`src/rtl/logic_lut_pkg.sv`:
```
// Constants shared by the configurable logic block design
package logic_lut_pkg;
	// Structure of the logic blocks
	localparam int NUM_BLOCKS = 2;
	localparam int NUM_INPUTS = 4;
	localparam int TABLE_SIZE = 1 << NUM_INPUTS;
	localparam int NUM_SOURCES = 8;
	localparam int SEL_W = 4;
	localparam int IDX_W = NUM_INPUTS;
	localparam int BLK_W = 1;
	localparam int INP_W = 2;
	// Input that clocks the latched function
	localparam int CLOCK_INPUT = NUM_INPUTS - 1;
	// Source selection codes
	localparam logic [SEL_W-1:0] SRC_FALSE = 4'h0;
	localparam logic [SEL_W-1:0] SRC_TRUE = 4'h1;
	localparam logic [SEL_W-1:0] SRC_FIRST = 4'h2;
	// Block functions
	localparam logic FUNC_COMB = 1'b0;
	localparam logic FUNC_LATCHED = 1'b1;
	// Table choice values
	localparam logic TABLE_DATA = 1'b0;
	localparam logic TABLE_ENABLE = 1'b1;
	// Register byte offsets
	localparam logic [7:0] OFS_BLOCK_CHOICE = 8'h00;
	localparam logic [7:0] OFS_INPUT_CHOICE = 8'h04;
	localparam logic [7:0] OFS_SOURCE_SELECT = 8'h08;
	localparam logic [7:0] OFS_INPUT_INVERT = 8'h0C;
	localparam logic [7:0] OFS_BLOCK_FUNCTION = 8'h10;
	localparam logic [7:0] OFS_TABLE_CHOICE = 8'h14;
	localparam logic [7:0] OFS_TABLE_INDEX = 8'h18;
	localparam logic [7:0] OFS_TABLE_ENTRY = 8'h1C;
	localparam logic [7:0] OFS_TABLE_WORD = 8'h20;
	localparam logic [7:0] OFS_BLOCK_OUTPUT = 8'h24;
	// Reset values
	localparam logic [TABLE_SIZE-1:0] TABLE_RESET = 16'h0000;
	localparam logic [31:0] RDATA_RESET = 32'h0000_0000;
	// AHB encodings
	localparam logic [1:0] HTRANS_NONSEQ = 2'h2;
	localparam logic [2:0] HSIZE_WORD = 3'h2;
endpackage

```
`src/rtl/logic_lut.sv`:
```
// Configurable logic blocks with truth tables behind an AHB-Lite slave
`timescale 1ns/1ns

module logic_lut
	import logic_lut_pkg::*;
(
	// Clock, reset and clock enable
	input wire logic hclk,
	input wire logic hresetn,
	input wire logic clk_en,
	// AHB-Lite slave
	input wire logic hsel,
	input wire logic [31:0] haddr,
	input wire logic [1:0] htrans,
	input wire logic hwrite,
	input wire logic [2:0] hsize,
	input wire logic [31:0] hwdata,
	input wire logic hready,
	output logic hreadyout,
	output logic hresp,
	output logic [31:0] hrdata,
	// Source signals and block outputs
	input wire logic [logic_lut_pkg::NUM_SOURCES-1:0] source_in,
	output logic [logic_lut_pkg::NUM_BLOCKS-1:0] block_out
);
	import logic_lut_pkg::*;

	// Configuration storage, per block and per input
	logic [BLK_W-1:0] block_choice_reg;
	logic [INP_W-1:0] input_choice_reg;
	logic [SEL_W-1:0] source_reg [NUM_BLOCKS][NUM_INPUTS];
	logic invert_reg [NUM_BLOCKS][NUM_INPUTS];
	logic [NUM_BLOCKS-1:0] function_reg;
	logic [NUM_BLOCKS-1:0] table_choice_reg;
	logic [IDX_W-1:0] index_reg [NUM_BLOCKS];
	// Two tables per block: data table and enable table
	logic [TABLE_SIZE-1:0] table_reg [NUM_BLOCKS][2];
	// Block output, latched flop and previous clock level
	logic [NUM_BLOCKS-1:0] out_reg;
	logic [NUM_BLOCKS-1:0] latch_reg;
	logic [NUM_BLOCKS-1:0] clk_prev_reg;

	// Bus pipeline state
	logic wr_pend_reg;
	logic rd_pend_reg;
	logic rd_done_reg;
	logic [7:0] addr_reg;
	logic [31:0] hrdata_reg;

	// Address phase decode
	wire logic addr_phase;
	wire logic wr_start;
	wire logic rd_start;
	wire logic wr_commit;
	assign addr_phase = hsel & htrans[1] & hready & clk_en;
	assign wr_start = addr_phase & hwrite;
	assign rd_start = addr_phase & ~hwrite;
	// A write lands at the end of the data phase that follows
	assign wr_commit = wr_pend_reg & clk_en;

	// Reads take one wait cycle so that hrdata comes from a flop
	assign hreadyout = clk_en & ~(rd_pend_reg & ~rd_done_reg);
	// Every transfer gets an OKAY response
	assign hresp = 1'b0;
	assign hrdata = hrdata_reg;
	// Block outputs come straight from flops
	assign block_out = out_reg;

	// Selected block, input and table for register access
	wire logic [BLK_W-1:0] blk;
	wire logic [INP_W-1:0] inp;
	wire logic tsel;
	wire logic [IDX_W-1:0] sel_index;
	wire logic [SEL_W-1:0] sel_source;
	wire logic sel_const;
	wire logic [TABLE_SIZE-1:0] sel_table;
	assign blk = block_choice_reg;
	assign inp = input_choice_reg;
	// Table choice only matters in the latched function
	assign tsel = (function_reg[blk] == FUNC_LATCHED)
		? table_choice_reg[blk] : TABLE_DATA;
	// Index, source and table of the current selection
	assign sel_index = index_reg[blk];
	assign sel_source = source_reg[blk][inp];
	// Constant sources take no invert setting
	assign sel_const = (sel_source == SRC_TRUE)
		| (sel_source == SRC_FALSE);
	assign sel_table = table_reg[blk][tsel];

	// Write strobes per register
	wire logic wr_blkc;
	wire logic wr_inpc;
	wire logic wr_src;
	wire logic wr_inv;
	wire logic wr_func;
	wire logic wr_tch;
	wire logic wr_idx;
	wire logic wr_ent;
	wire logic wr_word;
	// One strobe per register offset except the read-only block output
	assign wr_blkc = wr_commit & (addr_reg == OFS_BLOCK_CHOICE);
	assign wr_inpc = wr_commit & (addr_reg == OFS_INPUT_CHOICE);
	assign wr_src = wr_commit & (addr_reg == OFS_SOURCE_SELECT);
	// Invert is not offered for a constant source
	assign wr_inv = wr_commit & (addr_reg == OFS_INPUT_INVERT)
		& ~sel_const;
	assign wr_func = wr_commit & (addr_reg == OFS_BLOCK_FUNCTION);
	assign wr_tch = wr_commit & (addr_reg == OFS_TABLE_CHOICE);
	assign wr_idx = wr_commit & (addr_reg == OFS_TABLE_INDEX);
	assign wr_ent = wr_commit & (addr_reg == OFS_TABLE_ENTRY);
	assign wr_word = wr_commit & (addr_reg == OFS_TABLE_WORD);

	// Read data mux; unmapped offsets read zero
	logic [31:0] rd_mux;
	always_comb
	begin
		// Bits above each field stay zero
		rd_mux = RDATA_RESET;
		unique case (addr_reg)
			OFS_BLOCK_CHOICE: rd_mux[BLK_W-1:0] = block_choice_reg;
			OFS_INPUT_CHOICE: rd_mux[INP_W-1:0] = input_choice_reg;
			OFS_SOURCE_SELECT: rd_mux[SEL_W-1:0] = sel_source;
			// Constant source shows no invert
			OFS_INPUT_INVERT: rd_mux[0] = invert_reg[blk][inp]
				& ~sel_const;
			OFS_BLOCK_FUNCTION: rd_mux[0] = function_reg[blk];
			OFS_TABLE_CHOICE: rd_mux[0] = table_choice_reg[blk];
			OFS_TABLE_INDEX: rd_mux[IDX_W-1:0] = sel_index;
			OFS_TABLE_ENTRY: rd_mux[0] = sel_table[sel_index];
			OFS_TABLE_WORD: rd_mux[TABLE_SIZE-1:0] = sel_table;
			OFS_BLOCK_OUTPUT: rd_mux[NUM_BLOCKS-1:0] = out_reg;
			default: rd_mux = RDATA_RESET;
		endcase
	end

	// Bus phase tracking
	always_ff @(posedge hclk or negedge hresetn)
	begin
		if (!hresetn)
		begin
			wr_pend_reg <= 1'b0;
			rd_pend_reg <= 1'b0;
			rd_done_reg <= 1'b0;
			addr_reg <= OFS_BLOCK_CHOICE;
			hrdata_reg <= RDATA_RESET;
		end
		else if (clk_en)
		begin
			// New address phase only when the bus is ready
			if (hready)
			begin
				wr_pend_reg <= wr_start;
				rd_pend_reg <= rd_start;
				rd_done_reg <= 1'b0;
				if (addr_phase)
					addr_reg <= {haddr[7:2], 2'b00};
			end
			// First read data cycle loads the read flop
			else if (rd_pend_reg)
			begin
				rd_done_reg <= 1'b1;
				hrdata_reg <= rd_mux;
			end
		end
	end

	// Selector registers
	always_ff @(posedge hclk or negedge hresetn)
	begin
		if (!hresetn)
		begin
			block_choice_reg <= '0;
			input_choice_reg <= '0;
		end
		else
		begin
			if (wr_blkc)
				block_choice_reg <= hwdata[BLK_W-1:0];
			if (wr_inpc)
				input_choice_reg <= hwdata[INP_W-1:0];
		end
	end

	// Per-block logic
	genvar b;
	genvar i;
	generate
		for (b = 0; b < NUM_BLOCKS; b++)
		begin : g_blk
			// Conditioned table inputs, input 0 is the index LSB
			logic [NUM_INPUTS-1:0] cond;
			for (i = 0; i < NUM_INPUTS; i++)
			begin : g_in
				wire logic [SEL_W-1:0] s;
				wire logic [SEL_W-1:0] k;
				wire logic raw;
				assign s = source_reg[b][i];
				// Position of the code within the source list
				assign k = s - SRC_FIRST;
				// Codes past the source list read low
				assign raw = (s >= SRC_FIRST)
					&& (k < SEL_W'(NUM_SOURCES))
					? source_in[k[2:0]] : 1'b0;
				// Constants bypass the inverter
				assign cond[i] = (s == SRC_TRUE) ? 1'b1
					: (s == SRC_FALSE) ? 1'b0
					: raw ^ invert_reg[b][i];
			end

			// Lookup at the conditioned index
			wire logic data_bit;
			wire logic en_bit;
			wire logic clk_edge;
			assign data_bit = table_reg[b][TABLE_DATA][cond];
			assign en_bit = table_reg[b][TABLE_ENABLE][cond];
			// Rising edge of the conditioned clock input
			assign clk_edge = cond[CLOCK_INPUT]
				& ~clk_prev_reg[b];

			// Block addressed by software, and its table for access
			wire logic me;
			wire logic tc;
			assign me = (blk == BLK_W'(b));
			assign tc = (function_reg[b] == FUNC_LATCHED)
				? table_choice_reg[b] : TABLE_DATA;

			// Configuration writes for this block
			always_ff @(posedge hclk or negedge hresetn)
			begin
				if (!hresetn)
				begin
					function_reg[b] <= FUNC_COMB;
					table_choice_reg[b] <= TABLE_DATA;
					index_reg[b] <= '0;
					table_reg[b][TABLE_DATA] <= TABLE_RESET;
					table_reg[b][TABLE_ENABLE] <= TABLE_RESET;
					for (int n = 0; n < NUM_INPUTS; n++)
					begin
						source_reg[b][n] <= SRC_FALSE;
						invert_reg[b][n] <= 1'b0;
					end
				end
				else if (me)
				begin
					// Source and invert of the chosen input
					if (wr_src)
						source_reg[b][inp] <= hwdata[SEL_W-1:0];
					if (wr_inv)
						invert_reg[b][inp] <= hwdata[0];
					if (wr_func)
						function_reg[b] <= hwdata[0];
					if (wr_tch)
						table_choice_reg[b] <= hwdata[0];
					if (wr_idx)
						index_reg[b] <= hwdata[IDX_W-1:0];
					// Whole table in one access, index ignored
					if (wr_word)
						table_reg[b][tc] <= hwdata[TABLE_SIZE-1:0];
					else if (wr_ent)
						table_reg[b][tc][index_reg[b]] <= hwdata[0];
				end
			end

			// Latched flop and registered output
			always_ff @(posedge hclk or negedge hresetn)
			begin
				if (!hresetn)
				begin
					latch_reg[b] <= 1'b0;
					clk_prev_reg[b] <= 1'b0;
					out_reg[b] <= 1'b0;
				end
				else if (clk_en)
				begin
					// Remember the clock level for edge detection
					clk_prev_reg[b] <= cond[CLOCK_INPUT];
					// Capture only on enabled active edge
					if (clk_edge & en_bit)
						latch_reg[b] <= data_bit;
					// Latched function shows the flop, else the lookup
					out_reg[b] <= (function_reg[b] == FUNC_LATCHED)
						? latch_reg[b] : data_bit;
				end
			end
		end
	endgenerate
endmodule

```
`config.mk`:
```
export PLATFORM = sky130hd
export DESIGN_NAME = logic_lut
export DESIGN_NICKNAME = d
export VERILOG_FILES = /design/src/rtl/logic_lut_pkg.sv /design/src/rtl/logic_lut.sv
export SDC_FILE = /design/constraint.sdc
export NUM_CORES = 1
export LEC_CHECK = 0
export BUFFER_PORTS_ARGS = -buffer_cell sky130_fd_sc_hd__clkbuf_2
export CORE_MARGIN = 4
export CORE_UTILIZATION = 50
export CTS_CLUSTER_SIZE = 8
export DETAILED_ROUTE_END_ITERATION = 10
export GPL_TIMING_DRIVEN = 0
export PLACE_DENSITY = 0.8
export REMOVE_ABC_BUFFERS = 1
export SLEW_MARGIN = 25
export SYNTH_ARGS = -nofsm -noshare
export SYNTH_HDL_FRONTEND = slang
export SYNTH_SLANG_ARGS = --single-unit
```
`constraint.sdc`:
```
create_clock -name hclk -period 8 [get_ports hclk]
set_input_delay 0.8 -clock hclk [delete_from_list [all_inputs] [get_ports hclk]]
set_output_delay 0.8 -clock hclk [all_outputs]
set_load 0.03 [all_outputs]
```
; ---- After elaboration in Yosys (flattened, before gate mapping)
; Index checks and enable logic that the tools add are counted.
[op_classes]
eq_ne = 18
bitwise = 45
n_mux = 114
order_cmp = 40
n_addsub = 8
n_reduce_logical = 43
[ops]
columns = operator, count
row1 = $mux W32, 7
row2 = $mux W16, 10
row3 = $bwmux W32, 4
row4 = $demux W16 S1, 4
row5 = $mux W1, 53
row6 = $eq A4 B1 Y1 const B, 9
row7 = $logic_not A4 Y1, 9
row8 = $mux W4, 9
row9 = $bwmux W16, 2
row10 = $ge A4 B2 Y1 const B, 8
row11 = $lt A3 B4 Y1 const B, 8
row12 = $lt A4 B4 Y1 const B, 8
row13 = $reduce_and A2 Y1, 16
row14 = $sub A4 B2 Y4 const B, 8
row15 = $lt A4 B5 Y1 const B, 5
row16 = $bmux W1 S3, 8
row17 = $eq A6 B3 Y1 const B, 4
row18 = $and A1 B1 Y1, 23
row19 = $bmux W1 S4, 5
row20 = $logic_and A1 B1 Y1, 13
row21 = $eq A6 B2 Y1 const B, 2
row22 = $eq A6 B4 Y1 const B, 2
row23 = $mux W12, 1
row24 = $pmux W1 S10, 1
row25 = 23 further kinds, 49
[word_totals]
word_cells = 307
regBits = 150
inputBits = 83
out_inout_bits = 36

; ---- Depth between registers and ports, before layout
[depth]
ltp_word = 12
mapped_depth = 12
mapped_depth_nobuf = 10

; ---- Worst setup path before layout
; No wires, ideal clock.
[synth_path]
kind = input-to-reg
start = input source_in[3] (netlist name)
end = register latch_reg[1]
setup_ns = 0.125
arrival_time_ns = 2.886
stages = 7
slack_ns = 4.989
path_buffers = 0
path_cell_list = mux4_2 > mux2_2 > a21boi_4 > a31oi_4 > mux2_2 > a211oi_2 > mux2_4
[synth_via]
elab_chain_cells = 10
elab_cells_between_ends = 31
classes_between = mux: 24 / bitwise: 6 / reduce/logical: 1
[synth_rtl]
columns = item, line
row1 = from (decl), logic_lut.sv:23  ; input wire logic [logic_lut_pkg::NUM_SOURCES-1:0] source_in,
row2 = $bmux W1 S3, logic_lut.sv:203  ; ? source_in[k[2:0]] : 1'b0;
row3 = $mux W1 (implied by the code), logic_lut.sv:203
row4 = $mux W1, logic_lut.sv:203
row5 = $xor A1 B1 Y1, logic_lut.sv:207  ; : raw ^ invert_reg[b][i];
row6 = $mux W1, logic_lut.sv:206  ; : (s == SRC_FALSE) ? 1'b0
row7 = $mux W1, logic_lut.sv:205  ; assign cond[i] = (s == SRC_TRUE) ? 1'b1
row8 = $bmux W1 S4, logic_lut.sv:215  ; assign en_bit = table_reg[b][TABLE_ENABLE][cond];
row9 = $mux W1 (implied by the code), logic_lut.sv:215
row10 = $and A1 B1 Y1, logic_lut.sv:278  ; if (clk_edge & en_bit)
row11 = $reduce_and A2 Y1 (no line), --
row12 = "to (signal, indexed assignment)", logic_lut.sv:279  ; latch_reg[b] <= data_bit;
row13 = to (decl), logic_lut.sv:40  ; logic [NUM_BLOCKS-1:0] latch_reg;
; Parallel ways exist; a longest one is shown, timed or not. The select of a mux whose other input is x is not followed.
; A chain may end at the register's enable or synchronous reset.

; ---- Worst setup path after layout
[layout_path]
start = register addr_reg[4]
end = register table_reg[55] (netlist name)
[layout_via]
elab_chain_cells = 4
elab_cells_between_ends = 7
classes_between = eq/ne: 2 / mux: 1 / bitwise: 2 / reduce/logical: 2
[layout_rtl]
columns = item, line
row1 = from (decl), logic_lut.sv:47  ; logic [7:0] addr_reg;
row2 = from (signal assigned), logic_lut.sv:156  ; addr_reg <= {haddr[7:2], 2'b00};
row3 = $eq A6 B3 Y1 or $eq A6 B4 Y1 (tied branches), "logic_lut.sv:110, logic_lut.sv:111"
row4 = $and A1 B1 Y1 (on tied branches), "logic_lut.sv:110, logic_lut.sv:111"
row5 = $reduce_bool A2 Y1 (no line), --
row6 = $reduce_and A2 Y1 (no line), --
row7 = "to (signal, indexed assignment)", logic_lut.sv:258  ; table_reg[b][tc] <= hwdata[TABLE_SIZE-1:0];
row8 = "to (signal, indexed assignment)", logic_lut.sv:260  ; table_reg[b][tc][index_reg[b]] <= hwdata[0];
row9 = to (decl), logic_lut.sv:37  ; logic [TABLE_SIZE-1:0] table_reg [NUM_BLOCKS][2];
; Parallel ways exist; a longest one is shown, timed or not.

==> impl_metrics.ini <==
[placed_design]
io_buffer_count = 55
hpwl_um = 22680
gp_congestion = 0.9606

[detailed_routing]
routedWlPerCell_um = 22.93
first_pass_iters = 8
vias = 9272
drc_errors = 0
drt_iter0_markers = 1180
drt_wl_total_um = 31820
ant_nets = 0
viasPerCell = 6.680

[synth]
yosysMostFrequentCell = dfrtp_1
synth_area_mm2 = 0.01030
syn_area_per_cell_um2 = 9.388
synth.area.top_cells = dfrtp_1 36%, mux4_2 8.7%, mux2_2 4.7%
synth-main-ff-cell = dfrtp_1
synth_top_cell_by_area = dfrtp_1
synth_cell_types = 72
syn_inst = 1097
synth-edff-count = 0
netlist.area_leader.share_pct = 36.45
yosysWarnings = 0
synthArstFlopShare_pct = 100.0
yosysSeqAreaShare_pct = 36.45
synth_common_cells = 150 x dfrtp_1, 111 x nand2_1, 92 x nor2_1, 84 x a21oi_1, 55 x clkbuf_1
ys_ff_latch = 150

[layout]
fin_util_pct = 55.72
fillCellCount = 1726
num-nets-final = 1200
largest_reg_flops = 64
areaGrowthSynthToFinish_pct = 9.477
drive_gt1_share_pct = 17.99

[floorplanning]
die_w_um = 151.5
ios = 119
initial_core_util_pct = 50.90
row_count = 52
coreArea_mm2 = 0.02023
die_h_um = 151.5
dieArea_mm2 = 0.02296

[timing]
tightest_slew_ns = 1.081
relSlewSlack_pct = 25.87
finalMaxSlewViolations = 0
whs_ns = 0.2991
fin_tns_setup_ns = 0
rsz0062_at_grt = no
hold_viol_final = 0
finalSetupViolCount = 0
post-route-period-util_pct = 42.98
max_freq_ghz = 0.2909
period_needed_ns = 3.438
finClkSkew_ns = 0.01146

[pwr]
max-vdd-ir-drop_v = 0.0001161
p_leak_uw = 0.004731
finalPower_uw = 1964
power.density_mw_per_mm2 = 174.2

[clock_tree]
numClockSinks = 150
cts_made_buffers = 17
cts_buffer_depth = 2
path_clk_slew_ns = 0.06
htreeDepth = 4
tritoncts = done
cts_setup_buffers = 0
cts_resized = 0
cts_hold_buf = 0
clock-root-buffer = clkbuf_16
worst_skew_pair.late_latency_ns = 0.43

[setup_path]
cp.required_ns = 8.31
worst_setup_path_end_kind = register
arrival_ns = 3.74
crit_fanout = 34
crit_path_start_kind = register
setup.worst_path.class = reg -> reg

[global_routing]
grt_pass1_vias = 8764
grt_pass1_wl_um = 49300
track_usage_pct = 28.11
antenna_found_initial = 2
grt_max_degree = 56
gr-total-overflow = 0

[hold_path]
worstHoldPathType = in -> async

[job]
drv_cap = 0

[outcome]
outcome = complete, no violations
==> metrics by stage <==
| stage | cells | cell area, um2 | worst slack (ns) |
|---|---|---|---|
| 6_report | 1388 | 11270 | 4.562 |
| 5_1_grt | 1387 | 11270 | 4.362 |
| 4_1_cts | 1387 | 11270 | 4.595 |
| 3_5_place_dp | 1356 | 10670 | 4.415 |
| 3_3_place_gp | 1354 | 10570 | 3.497 |
| 2_1_floorplan | 1029 | 9960 | 4.519 |
==> report_power, final <==
part | switching (uW) | internal (uW)
logic | 166 | 116
clock network | 327 | 497
registers | 73.7 | 785
total | 566 | 1400
==> worst paths after layout <==
| check | startpoint | endpoint | slack [ns] | cells after the start |
|---|---|---|---|---|
| worst max-delay path | addr_reg[4] | table_reg[55] | 4.56 | 7 |
| worst min-delay path | hresetn | hrdata[14] | 0.30 | 1 |
| worst max register to register | addr_reg[4] | table_reg[55] | 4.56 | 7 |
| worst min register to register | hrdata[2] | hrdata[2] | 0.48 | 2 |
| max in group asynchronous | hresetn | blk | 7.08 | 2 |
| min in group hclk | hrdata[2] | hrdata[2] | 0.48 | 2 |
==> critical path, stage by stage, from the launching register on <==
cell and delay (ns):
dfrtp_1 0.43, nor3_1 0.30, and3_1 0.39, nand3_2 0.63, nor2_1 0.97, o21ai_1 0.21, a221oi_1 0.28, a21oi_1 0.08
==> logic make-up after synthesis <==
group	synth area share, %
xor+xnor	0.6804
fa+ha+maj	1.458
simple gates	16.23
buf+inv	4.933
other cells	0.03641
flops	36.45
compound gates	19.03
mux	21.19
==> per-layer routing <==
layer	vias to the layer above	global-route usage [%]	wire, um
met2	604	43.77	14450
met4	4	12.22	1452
met1	4480	37.23	11930
li1	4072	-	-
met5	-	0	31
met3	112	7.406	3952
==> area by class of cell <==
class | instances | area (um2) | area share (%)
Clock inverter | 12 | 155.1 | 1.376
Clock buffer | 19 | 442.9 | 3.929
Antenna cell | 1 | 2.502 | 0.02220
Timing Repair Buffer | 57 | 339.1 | 3.007
Tap cell | 270 | 337.8 | 2.996
Sequential cell | 150 | 3757 | 33.33
Multi-Input combinational cell | 850 | 6131 | 54.38
Inverter | 29 | 108.9 | 0.9655
==> cell usage in the layout (no fill, tap or decap), types with 6 or more instances in the layout <==
master and instances:
nand2b_1 19, nand3b_1 6, mux2_2 43, nor3_1 33
a221oi_1 24, nand3_1 20, or2_2 10, clkbuf_16 17
conb_1 17, xor2_1 6, nor2_1 88, a22oi_1 18
nor2b_1 12, dfrtp_1 149, and3_1 10, o21ai_1 51
a21oi_1 84, ha_1 12, o31ai_1 10, inv_1 29
and2_1 10, nor4_1 12, a21boi_0 7, mux2_1 27
a31oi_1 7, a32oi_1 8, clkbuf_2 54, a22o_1 15
mux4_2 40, mux2i_1 45, nand2_1 111, o21ai_0 29
No activity file was read; power rests on OpenSTA's default activity.
